`config.mk`:
```
export PLATFORM = sky130hd
export DESIGN_NAME = txr_serial_regs
export DESIGN_NICKNAME = d
export VERILOG_FILES = /design/src/include/txr_pkg.sv /design/src/txr_reg_mem.sv /design/src/txr_serial_regs.sv
export SDC_FILE = /design/constraint.sdc
export NUM_CORES = 1
export LEC_CHECK = 0
export BUFFER_PORTS_ARGS = -buffer_cell sky130_fd_sc_hd__buf_2
export CORE_MARGIN = 2
export CORE_UTILIZATION = 31
export CTS_BUF_LIST = sky130_fd_sc_hd__clkbuf_4 sky130_fd_sc_hd__clkbuf_8 sky130_fd_sc_hd__clkbuf_16
export DETAILED_ROUTE_END_ITERATION = 8
export PLACE_DENSITY_LB_ADDON = 0.15
export SKIP_CTS_REPAIR_TIMING = 1
export SYNTH_ARGS = -nofsm -noshare
export SYNTH_HDL_FRONTEND = slang
export SYNTH_SLANG_ARGS = --single-unit
```
`constraint.sdc`:
```
create_clock -name core_clk -period 2.1 [get_ports core_clk]
set_input_delay 0.42 -clock core_clk [delete_from_list [all_inputs] [get_ports core_clk]]
set_output_delay 0.42 -clock core_clk [all_outputs]
set_load 0.03 [all_outputs]
```
`src/include/txr_pkg.sv`:
```
package txr_pkg;
	// frame layout
	localparam int FRAME_BITS = 24;
	localparam int ADDR_BITS = 4;
	localparam int DATA_BITS = 20;
	localparam int REG_COUNT = 8;
	// register addresses
	localparam logic [3:0] ADDR_RF_MAIN = 4'h0;
	localparam logic [3:0] ADDR_RF_REF = 4'h1;
	localparam logic [3:0] ADDR_IF_MAIN = 4'h2;
	localparam logic [3:0] ADDR_IF_REF = 4'h3;
	localparam logic [3:0] ADDR_OPCTL = 4'h4;
	localparam logic [3:0] ADDR_SETUP = 4'h5;
	localparam logic [3:0] ADDR_BIAS = 4'h6;
	localparam logic [3:0] ADDR_TEST = 4'h7;
	localparam int ADDR_TOP = 3;
	// widths
	localparam int W_RF_MAIN = 18;
	localparam int W_RF_REF = 13;
	localparam int W_IF_MAIN = 14;
	localparam int W_IF_REF = 11;
	localparam int W_CTL = 16;
	localparam int W_TEST = 9;
	// operation_control fields
	localparam int OP_RF_BOOST_HI = 14;
	localparam int OP_IF_FORCE = 13;
	localparam int OP_GAIN_HI = 8;
	localparam int OP_GAIN_LO = 6;
	localparam int OP_LO_BUF = 4;
	localparam int OP_MOD_SEL = 3;
	localparam int OP_STANDBY = 2;
	localparam int OP_TX_STANDBY = 1;
	localparam int OP_POWER_OFF = 0;
	// setup_register fields
	localparam int SU_IF_SYNTH = 15;
	localparam int SU_RF_SYNTH = 14;
	localparam int SU_BB_LEVEL = 12;
	localparam int SU_IFCP_HI = 9;
	localparam int SU_IFCP_LO = 8;
	localparam int SU_RFCP_HI = 7;
	localparam int SU_RFCP_LO = 6;
	localparam int SU_IF_TURBO = 3;
	localparam int SU_RF_BOOST_LO = 2;
	localparam int SU_LOCK_HI = 1;
	localparam int SU_LOCK_LO = 0;
	// bias_current_control fields
	localparam int BI_MAX_POWER = 11;
	localparam int BI_THR_HI = 6;
	localparam int BI_THR_LO = 4;
	localparam int BI_SCALE_HI = 3;
	localparam int BI_SCALE_LO = 0;
	// lock indicator select codes
	localparam logic [1:0] LOCK_TEST = 2'h0;
	localparam logic [1:0] LOCK_IF = 2'h1;
	localparam logic [1:0] LOCK_RF = 2'h2;
	localparam logic [1:0] LOCK_BOTH = 2'h3;
	// rf boost modes (hi,lo)
	localparam logic [1:0] BOOST_NONE = 2'h0;
	localparam logic [1:0] BOOST_PROG = 2'h1;
	localparam logic [1:0] BOOST_ALWAYS = 2'h2;
	localparam logic [1:0] BOOST_UNLOCK = 2'h3;
	// serial pins, carried together
	typedef struct packed {
		logic sel_n;
		logic sclk;
		logic sdata;
	} txr_serial_t;
	// section enables driven out to the analog blocks
	typedef struct packed {
		logic upconverter_on;
		logic modulator_on;
		logic if_osc_on;
		logic if_synth_on;
		logic rf_synth_on;
		logic lo_buffer_on;
		logic bias_on;
	} txr_power_t;
endpackage : txr_pkg

```
`src/txr_reg_mem.sv`:
```
`timescale 1ns/1ps
// eight write-only control words, 18 bits each; read port is registered
module txr_reg_mem (
	// clock and reset
	input wire logic core_clk,
	input wire logic nrst,
	// write port
	input wire logic wr_en,
	input wire logic [2:0] wr_idx,
	input wire logic [17:0] wr_data,
	// flat registered view of all words
	output logic [8*18-1:0] rd_all
);
	logic [17:0] mem [8];
	genvar gi;
	generate
		for (gi = 0; gi < 8; gi++) begin : g_word
			// contents kept across every shutdown mode; only nrst clears
			always_ff @(posedge core_clk or negedge nrst) begin
				if (!nrst) begin
					mem[gi] <= 18'h0;
				end else if (wr_en && wr_idx == 3'(gi)) begin
					mem[gi] <= wr_data;
				end
			end
			always_ff @(posedge core_clk or negedge nrst) begin
				if (!nrst) begin
					rd_all[gi*18 +: 18] <= 18'h0;
				end else begin
					rd_all[gi*18 +: 18] <= mem[gi];
				end
			end
		end
	endgenerate
endmodule : txr_reg_mem

```
`src/txr_serial_regs.sv`:
```
`timescale 1ns/1ps
//
// Behaviour
// - four divider counts decoded at addresses 0..3, widths 18/13/14/11
// - operation bit 13 holds IF pump at turbo level, even after lock
// - operation bits 8:6 give three-bit IF gain trim code
// - operation bit 3 selects direct oscillator (0) or quadrature (1) modulation
// - operation bit 2 low powers down all but registers and serial port
// - operation bit 1 low disables modulator and upconverter, like gate pin
// - operation bit 0 low powers down everything except registers and serial port
// - setup bits 15 and 14 low shut down IF and RF synthesizers
// - setup bit 12 selects baseband level, 0 small, 1 large
// - setup bits 9:8 select IF charge-pump current
// - setup bits 7:6 select RF charge-pump current
// - setup bit 3 enables extra IF pump current while acquiring
// - RF boost mode from op bit 14 and setup bit 2
// - setup bits 1:0 select lock indicator source
// - bias bit 11 selects low-noise or normal power mode
// - bias bits 6:4 select throttle-back rate
// - bias bits 3:0 scale driver bias current
// - shutdown, idle and transmit-gate pins combine into section enables
// - frame is 24 bits, 20 data msb first then 4 address, rising sclk
// - rising select copies the shift register into the addressed register
// - serial port works and contents stay during any shutdown
module txr_serial_regs (
	// clock and reset
	input wire logic core_clk,
	input wire logic nrst,
	// three-wire serial port, asynchronous pins
	input wire txr_pkg::txr_serial_t serial_in,
	// power-down pins, active low, asynchronous
	input wire logic power_off_pin_n,
	input wire logic idle_pin_n,
	input wire logic transmit_gate_pin_n,
	// lock detectors from the synthesizers, asynchronous
	input wire logic if_lock_raw,
	input wire logic rf_lock_raw,
	input wire logic test_lock_raw,
	// divider counts and factory test bits
	output logic [17:0] rf_main_count,
	output logic [12:0] rf_reference_count,
	output logic [13:0] if_main_count,
	output logic [10:0] if_reference_count,
	output logic [8:0] factory_test_bits,
	// decoded controls
	output txr_pkg::txr_power_t power_en,
	output logic [2:0] if_gain_trim,
	output logic modulation_select,
	output logic baseband_level_sel,
	output logic [1:0] if_pump_current_sel,
	output logic [1:0] rf_pump_current_sel,
	output logic if_pump_boost,
	output logic rf_pump_boost,
	output logic max_power_level_sel,
	output logic [2:0] throttle_rate_sel,
	output logic [3:0] driver_current_scale,
	output logic lock_out
);
	// synchronisers: pins and lock inputs
	localparam int NSYNC = 9;
	logic [NSYNC-1:0] sync_a;
	logic [NSYNC-1:0] sync_b;
	logic [NSYNC-1:0] pins_raw;
	assign pins_raw = {serial_in.sel_n, serial_in.sclk, serial_in.sdata, power_off_pin_n,
		idle_pin_n, transmit_gate_pin_n, if_lock_raw, rf_lock_raw, test_lock_raw};
	always_ff @(posedge core_clk or negedge nrst) begin
		if (!nrst) begin
			sync_a <= '1;
			sync_b <= '1;
		end else begin
			sync_a <= pins_raw;
			sync_b <= sync_a;
		end
	end
	logic sel_n_s, sclk_s, sdata_s, off_pin_s, idle_pin_s, gate_pin_s;
	logic if_lock_s, rf_lock_s, test_lock_s;
	assign {sel_n_s, sclk_s, sdata_s, off_pin_s, idle_pin_s, gate_pin_s,
		if_lock_s, rf_lock_s, test_lock_s} = sync_b;

	// edge detect works on the second stage only
	logic sclk_d;
	logic sel_n_d;
	always_ff @(posedge core_clk or negedge nrst) begin
		if (!nrst) begin
			sclk_d <= 1'b1;
			sel_n_d <= 1'b1;
		end else begin
			sclk_d <= sclk_s;
			sel_n_d <= sel_n_s;
		end
	end
	logic sclk_rise;
	logic sel_rise;
	assign sclk_rise = sclk_s && !sclk_d;
	assign sel_rise = sel_n_s && !sel_n_d;

	// shift register, msb first; the last 4 bits in end up as the address
	logic [txr_pkg::FRAME_BITS-1:0] shifter;
	always_ff @(posedge core_clk or negedge nrst) begin
		if (!nrst) begin
			shifter <= '0;
		end else if (!sel_n_s && sclk_rise) begin
			shifter <= {shifter[txr_pkg::FRAME_BITS-2:0], sdata_s};
		end
	end
	logic [txr_pkg::ADDR_BITS-1:0] frame_addr;
	logic [txr_pkg::DATA_BITS-1:0] frame_data;
	assign frame_addr = shifter[txr_pkg::ADDR_BITS-1:0];
	assign frame_data = shifter[txr_pkg::FRAME_BITS-1:txr_pkg::ADDR_BITS];

	// a frame shorter or longer than 24 bits is still latched, as the pin
	// only knows the last 24 bits shifted; no framing check exists
	logic wr_en;
	logic [2:0] wr_idx;
	logic [17:0] wr_data;
	always_ff @(posedge core_clk or negedge nrst) begin
		if (!nrst) begin
			wr_en <= 1'b0;
			wr_idx <= 3'h0;
			wr_data <= 18'h0;
		end else begin
			wr_en <= sel_rise && !frame_addr[txr_pkg::ADDR_TOP];
			wr_idx <= frame_addr[2:0];
			wr_data <= frame_data[17:0];
		end
	end

	logic [8*18-1:0] words;
	txr_reg_mem u_mem (
		.core_clk(core_clk),
		.nrst(nrst),
		.wr_en(wr_en),
		.wr_idx(wr_idx),
		.wr_data(wr_data),
		.rd_all(words)
	);
	logic [17:0] w_rfm, w_rfr, w_ifm, w_ifr, w_op, w_su, w_bi, w_ts;
	assign w_rfm = words[int'(txr_pkg::ADDR_RF_MAIN)*18 +: 18];
	assign w_rfr = words[int'(txr_pkg::ADDR_RF_REF)*18 +: 18];
	assign w_ifm = words[int'(txr_pkg::ADDR_IF_MAIN)*18 +: 18];
	assign w_ifr = words[int'(txr_pkg::ADDR_IF_REF)*18 +: 18];
	assign w_op = words[int'(txr_pkg::ADDR_OPCTL)*18 +: 18];
	assign w_su = words[int'(txr_pkg::ADDR_SETUP)*18 +: 18];
	assign w_bi = words[int'(txr_pkg::ADDR_BIAS)*18 +: 18];
	assign w_ts = words[int'(txr_pkg::ADDR_TEST)*18 +: 18];

	// divider counts and factory test bits, upper bits ignored
	always_ff @(posedge core_clk or negedge nrst) begin
		if (!nrst) begin
			rf_main_count <= '0;
			rf_reference_count <= '0;
			if_main_count <= '0;
			if_reference_count <= '0;
			factory_test_bits <= '0;
		end else begin
			rf_main_count <= w_rfm[txr_pkg::W_RF_MAIN-1:0];
			rf_reference_count <= w_rfr[txr_pkg::W_RF_REF-1:0];
			if_main_count <= w_ifm[txr_pkg::W_IF_MAIN-1:0];
			if_reference_count <= w_ifr[txr_pkg::W_IF_REF-1:0];
			factory_test_bits <= w_ts[txr_pkg::W_TEST-1:0];
		end
	end

	// plain field decodes
	always_ff @(posedge core_clk or negedge nrst) begin
		if (!nrst) begin
			if_gain_trim <= '0;
			modulation_select <= 1'b0;
			baseband_level_sel <= 1'b0;
			if_pump_current_sel <= '0;
			rf_pump_current_sel <= '0;
			max_power_level_sel <= 1'b0;
			throttle_rate_sel <= '0;
			driver_current_scale <= '0;
		end else begin
			if_gain_trim <= w_op[txr_pkg::OP_GAIN_HI:txr_pkg::OP_GAIN_LO];
			modulation_select <= w_op[txr_pkg::OP_MOD_SEL];
			baseband_level_sel <= w_su[txr_pkg::SU_BB_LEVEL];
			if_pump_current_sel <= w_su[txr_pkg::SU_IFCP_HI:txr_pkg::SU_IFCP_LO];
			rf_pump_current_sel <= w_su[txr_pkg::SU_RFCP_HI:txr_pkg::SU_RFCP_LO];
			max_power_level_sel <= w_bi[txr_pkg::BI_MAX_POWER];
			throttle_rate_sel <= w_bi[txr_pkg::BI_THR_HI:txr_pkg::BI_THR_LO];
			driver_current_scale <= w_bi[txr_pkg::BI_SCALE_HI:txr_pkg::BI_SCALE_LO];
		end
	end

	// power: pins and bits combine; registers and serial port never gated
	logic power_off_ctl, standby_ctl, transmit_standby_ctl, all_off, tx_off;
	assign power_off_ctl = !w_op[txr_pkg::OP_POWER_OFF];
	assign standby_ctl = !w_op[txr_pkg::OP_STANDBY];
	assign transmit_standby_ctl = !w_op[txr_pkg::OP_TX_STANDBY];
	assign all_off = !off_pin_s || power_off_ctl || standby_ctl;
	assign tx_off = all_off || !idle_pin_s || !gate_pin_s || transmit_standby_ctl;
	logic if_off;
	assign if_off = all_off || !idle_pin_s;
	logic if_synth_off_n, rf_synth_off_n;
	assign if_synth_off_n = w_su[txr_pkg::SU_IF_SYNTH];
	assign rf_synth_off_n = w_su[txr_pkg::SU_RF_SYNTH];
	always_ff @(posedge core_clk or negedge nrst) begin
		if (!nrst) begin
			power_en <= '0;
		end else begin
			power_en.upconverter_on <= !tx_off;
			power_en.modulator_on <= !tx_off;
			power_en.if_osc_on <= !if_off;
			power_en.if_synth_on <= !if_off && if_synth_off_n;
			power_en.rf_synth_on <= !all_off && rf_synth_off_n;
			power_en.lo_buffer_on <= !all_off && w_op[txr_pkg::OP_LO_BUF];
			power_en.bias_on <= !all_off;
		end
	end

	// rf boost: program mode arms on rf divider write, drops once locked
	logic [1:0] boost_mode;
	logic rf_prog_arm;
	assign boost_mode = {w_op[txr_pkg::OP_RF_BOOST_HI], w_su[txr_pkg::SU_RF_BOOST_LO]};
	always_ff @(posedge core_clk or negedge nrst) begin
		if (!nrst) begin
			rf_prog_arm <= 1'b0;
		end else if (wr_en && (wr_idx == txr_pkg::ADDR_RF_MAIN[2:0]
				|| wr_idx == txr_pkg::ADDR_RF_REF[2:0])) begin
			rf_prog_arm <= 1'b1;
		end else if (rf_lock_s) begin
			rf_prog_arm <= 1'b0;
		end
	end
	logic next_rf_boost;
	always_comb begin
		case (boost_mode)
			txr_pkg::BOOST_NONE: next_rf_boost = 1'b0;
			txr_pkg::BOOST_PROG: next_rf_boost = rf_prog_arm;
			txr_pkg::BOOST_ALWAYS: next_rf_boost = 1'b1;
			txr_pkg::BOOST_UNLOCK: next_rf_boost = !rf_lock_s;
			default: next_rf_boost = 1'b0;
		endcase
	end
	// if boost: forced on, or turbo while unlocked when enabled
	logic next_if_boost;
	assign next_if_boost = w_op[txr_pkg::OP_IF_FORCE]
		|| (w_su[txr_pkg::SU_IF_TURBO] && !if_lock_s);
	always_ff @(posedge core_clk or negedge nrst) begin
		if (!nrst) begin
			rf_pump_boost <= 1'b0;
			if_pump_boost <= 1'b0;
		end else begin
			rf_pump_boost <= next_rf_boost;
			if_pump_boost <= next_if_boost;
		end
	end

	// lock indicator mux
	logic next_lock;
	always_comb begin
		case (w_su[txr_pkg::SU_LOCK_HI:txr_pkg::SU_LOCK_LO])
			txr_pkg::LOCK_TEST: next_lock = test_lock_s;
			txr_pkg::LOCK_IF: next_lock = if_lock_s;
			txr_pkg::LOCK_RF: next_lock = rf_lock_s;
			txr_pkg::LOCK_BOTH: next_lock = if_lock_s && rf_lock_s;
			default: next_lock = 1'b0;
		endcase
	end
	always_ff @(posedge core_clk or negedge nrst) begin
		if (!nrst) begin
			lock_out <= 1'b0;
		end else begin
			lock_out <= next_lock;
		end
	end
endmodule : txr_serial_regs

```
==> summary.md <==
| Metric | Value |
|---|---|
| Outcome | finished clean |
| Mux cell area share after synthesis | 13.1% |
| Final WL | 18,000 µm |
| Synth Area in Simple Gates | 1.52% |
| Worst slew pin tran | 0.408 ns |
| Vias | 4,530 |
| Internal power consumption | 12.1 mW |
| Largest fanout on the critical path | 9 |
| Global route overflow | 0 |
| I/O Pins | 103 |
| Compound-gate portion of the synthesized area | 0.341% |
| Synth area leader | dfrtp_1 |
| Final Net Count | 662 |
| Post-Syn Area | 10,300 µm² |
| Antenna violations before repair | 0 |
| Post-synth net total | 510 |
| Critical Path Source Type | flip-flop |
| CTS sink cnt | 344 |
| Hold Fails Final Rpt | 0 |
| Vias in the first global route | 5,109 |
| Syn_area_per_cell | 20.6 µm² |
| Switching fraction of total power | 22.2% |
| Synth-to-layout area growth | 25.5% |
| Final Critical Period | 1.73 ns |
| Finished Cell Area | 12,900 µm² |
| Post-Synth XOR/XNOR Area | 0% |
| Worst setup EP type | flip-flop |
| Total core area | 32,600 µm² |
| Die footprint | 34,600 µm² |
| Flop pwr share | 49.5% |
| Placed Area | 11,500 µm² |
| Worst-case clock skew | 0.00947 ns |
| Crit path arrival time | 2.11 ns |
| Final Slew Violations | 0 |
| RSZ-0062 raised after global routing | no |
| F_max | 579 MHz |
| Detailed Routing Iterations Pass 1 | 4 |
| I/O Buffers | 102 |
| Static leakage | 6.78 nW |
| CP Class | flip-flop to flip-flop |
| DR DRC count | 0 |
| Number of DRC markers in iteration 0 | 232 |
| Final Cycle Share | 82.2% |
| Hold_ws | 0.0239 ns |
| Peak supply drop | 0.408 mV |
| Post-place setup slack | 0.385 ns |
| Num CTS Buffers | 36 |
| Yosys warns | 0 |
| Net switching power figure | 3.47 mW |
| Pwr Density | 1210 nW/µm² |
| Post-synthesis cell count | 499 |
| Drt via density | 4.05 |
| FF+latch area | 8630 µm² |
| Area contributors post-synth | dfrtp_1 79%, mux2_2 12%, dfstp_2 5.1% |
| Clk buf depth | 3 |
| Post-synth top area share | 78.9% |
| Final Util | 39.5% |
| Placed Cells | 1,051 |
| Tot Pwr | 15.6 mW |
| Clock power frac | 44.0% |
| Final setup viols | 0 |
| GP Congestion | 0.671 |
| Combinational family with the most area after synthesis | multiplexers |
| Adder-Cell Fraction of Synth Area | 0% |
| CTS tree | done |
| First-pass GRT wire length | 28,600 µm |
| Die X | 186 µm |
| Layout cells sized above 1 | 48.6% |
| Die Ht | 186 µm |
| Starting Density | 31.5% |
| Combinational power share | 6.5% |
| Hpwl dp | 11,500 µm |
| Setup TNS | 0 ns |
| Worst slew margin | 72.8% |
| Diode count | 0 |
| Clk root buf | clkbuf_16 |
| Worst hold path type | input pin to flip-flop |
| H-tree depth | 2 |
| GRT Util Overall | 10.9% |
| Area of the multi-input gates | 1570 µm² |
| Antenna Nets Post-Route | 0 |
| WL/cell | 16.1 µm |
| Clk_lat worst skew | 0.50 ns |
| Fillers | 2,979 |
| Finished Layout Cells | 1,119 |
| Setup ws final | 0.373 ns |
| Sequential share of the synthesized area | 84.0% |
| Worst EP required | 2.48 ns |
| Max cap viols | 0 |
| Worst-path clk slew | 0.06 ns |
| #FFs+latches synth | 344 |
| Row cnt | 66 |
| Largest net degree at the start of global routing | 61 |
| Yosys cell types | 24 |
-- cells in the final DEF, fill, tap and decap left out --
| cell | synthesis | final |
|---|---|---|
| dfrtp_1 | 324 | 324 |
| mux2_2 | 106 | 106 |
| buf_2 | 8 | 101 |
| clkbuf_16 | 0 | 37 |
| dfstp_2 | 20 | 20 |
| buf_4 | 2 | 16 |
| mux2_4 | 10 | 10 |
| clkbuf_8 | 0 | 10 |
| clkbuf_4 | 0 | 8 |
| bufinv_16 | 0 | 6 |
| buf_12 | 0 | 6 |
| dlygate4sd3_1 | 0 | 4 |
| and2_1 | 3 | 3 |
| nand4b_1 | 3 | 3 |
| inv_1 | 2 | 2 |
| and3_1 | 2 | 2 |
| a21o_1 | 2 | 2 |
| nor3b_1 | 3 | 2 |
| nor4bb_4 | 0 | 2 |
| clkinv_2 | 0 | 2 |
| a21oi_1 | 1 | 1 |
| a31oi_1 | 1 | 1 |
| nor3_1 | 1 | 1 |
| a221oi_1 | 1 | 1 |
| and4_1 | 1 | 1 |
| nor3b_2 | 0 | 1 |
| nor4b_4 | 1 | 1 |
| nand4_1 | 1 | 1 |
| and4bb_2 | 1 | 1 |
| inv_8 | 0 | 1 |
| buf_8 | 1 | 1 |
-- synthesized netlist by cell type --
cell type	number
nor4b_4	1
nor4bb_1	2
and4_1	1
dfrtp_1	324
dfstp_2	20
buf_8	1
a221oi_1	1
nand4_1	1
inv_1	2
a21oi_1	1
and3_1	2
and4bb_2	1
nor3b_1	3
and2_1	3
clkbuf_1	1
mux2_4	10
buf_2	8
buf_4	2
a31oi_1	1
nand4b_1	3
buf_6	2
a21o_1	2
nor3_1	1
mux2_2	106
-- final timing paths --
kind                       depth (start not counted)         startpoint  slack (ns)                    to
min in group asynchronous                          2               nrst        0.41           power_en[4]
max in group asynchronous                          3               nrst        0.95      if_main_count[8]
min                                                1       serial_in[0]        0.02             sync_a[6]
max                                                3          wr_idx[2]        0.37         u_mem.mem[57]
min reg2reg                                        0  u_mem.rd_all[128]        0.34  factory_test_bits[2]
max reg2reg                                        3          wr_idx[2]        0.37         u_mem.mem[57]
-- critical path, stage by stage (launching register included) --
cell and delay [ns]:
dfrtp_1 0.57, nor4bb_4 0.44, buf_4 0.26, mux2_2 0.35
-- sequential cells by signal, indices dropped and copies added, names as in the netlist, 2 cells and up --
register / count
u_mem.mem: 94
if_gain_trim: 3
throttle_rate_sel: 3
if_reference_count: 11
wr_data: 18
factory_test_bits: 9
driver_current_scale: 4
if_main_count: 14
sync_a: 9
power_en: 6
sync_b: 9
rf_main_count: 18
u_mem.rd_all: 94
wr_idx: 3
rf_pump_current_sel: 2
rf_reference_count: 13
if_pump_current_sel: 2
shifter: 22
-- layout make-up --
class,count,share of cell area (%)
repair buffers,128,6.21
clock buffers,55,8.72
flip-flops and latches,344,67.0
inverters,2,0.0582
multi-input cells,139,12.2
well taps,442,4.29
clock inverters,9,1.56
-- cells by family (layout without fill, tap and decap cells) --
| kind of cell | Yosys count | after routing |
|---|---|---|
| flip-flops | 344 | 344 |
| AO/OA/AOI/OAI | 5 | 5 |
| buffers and inverters | 16 | 194 |
| AND/OR/NAND/NOR | 18 | 18 |
| multiplexers | 116 | 116 |
-- layer usage --
layer  track usage, %  wire length [µm]
met4             4.06               508
met5                0                 0
met3             2.56               765
met1             14.1              7830
met2             17.8              8910
-- power by group through the flow --
| stage | registers (mW) | clock network [mW] | logic, mW |
|---|---|---|---|
| after floorplan | 7.86 | 0 | 0.413 |
| after CTS | 7.73 | 7.11 | 1.04 |
| after global routing | 7.80 | 7.38 | 1.09 |
| after detailed placement | 7.85 | 0 | 1.03 |
| final | 7.71 | 6.85 | 1.01 |
| after global placement | 7.82 | 0 | 1.01 |
(Power assumes the default switching activity.)
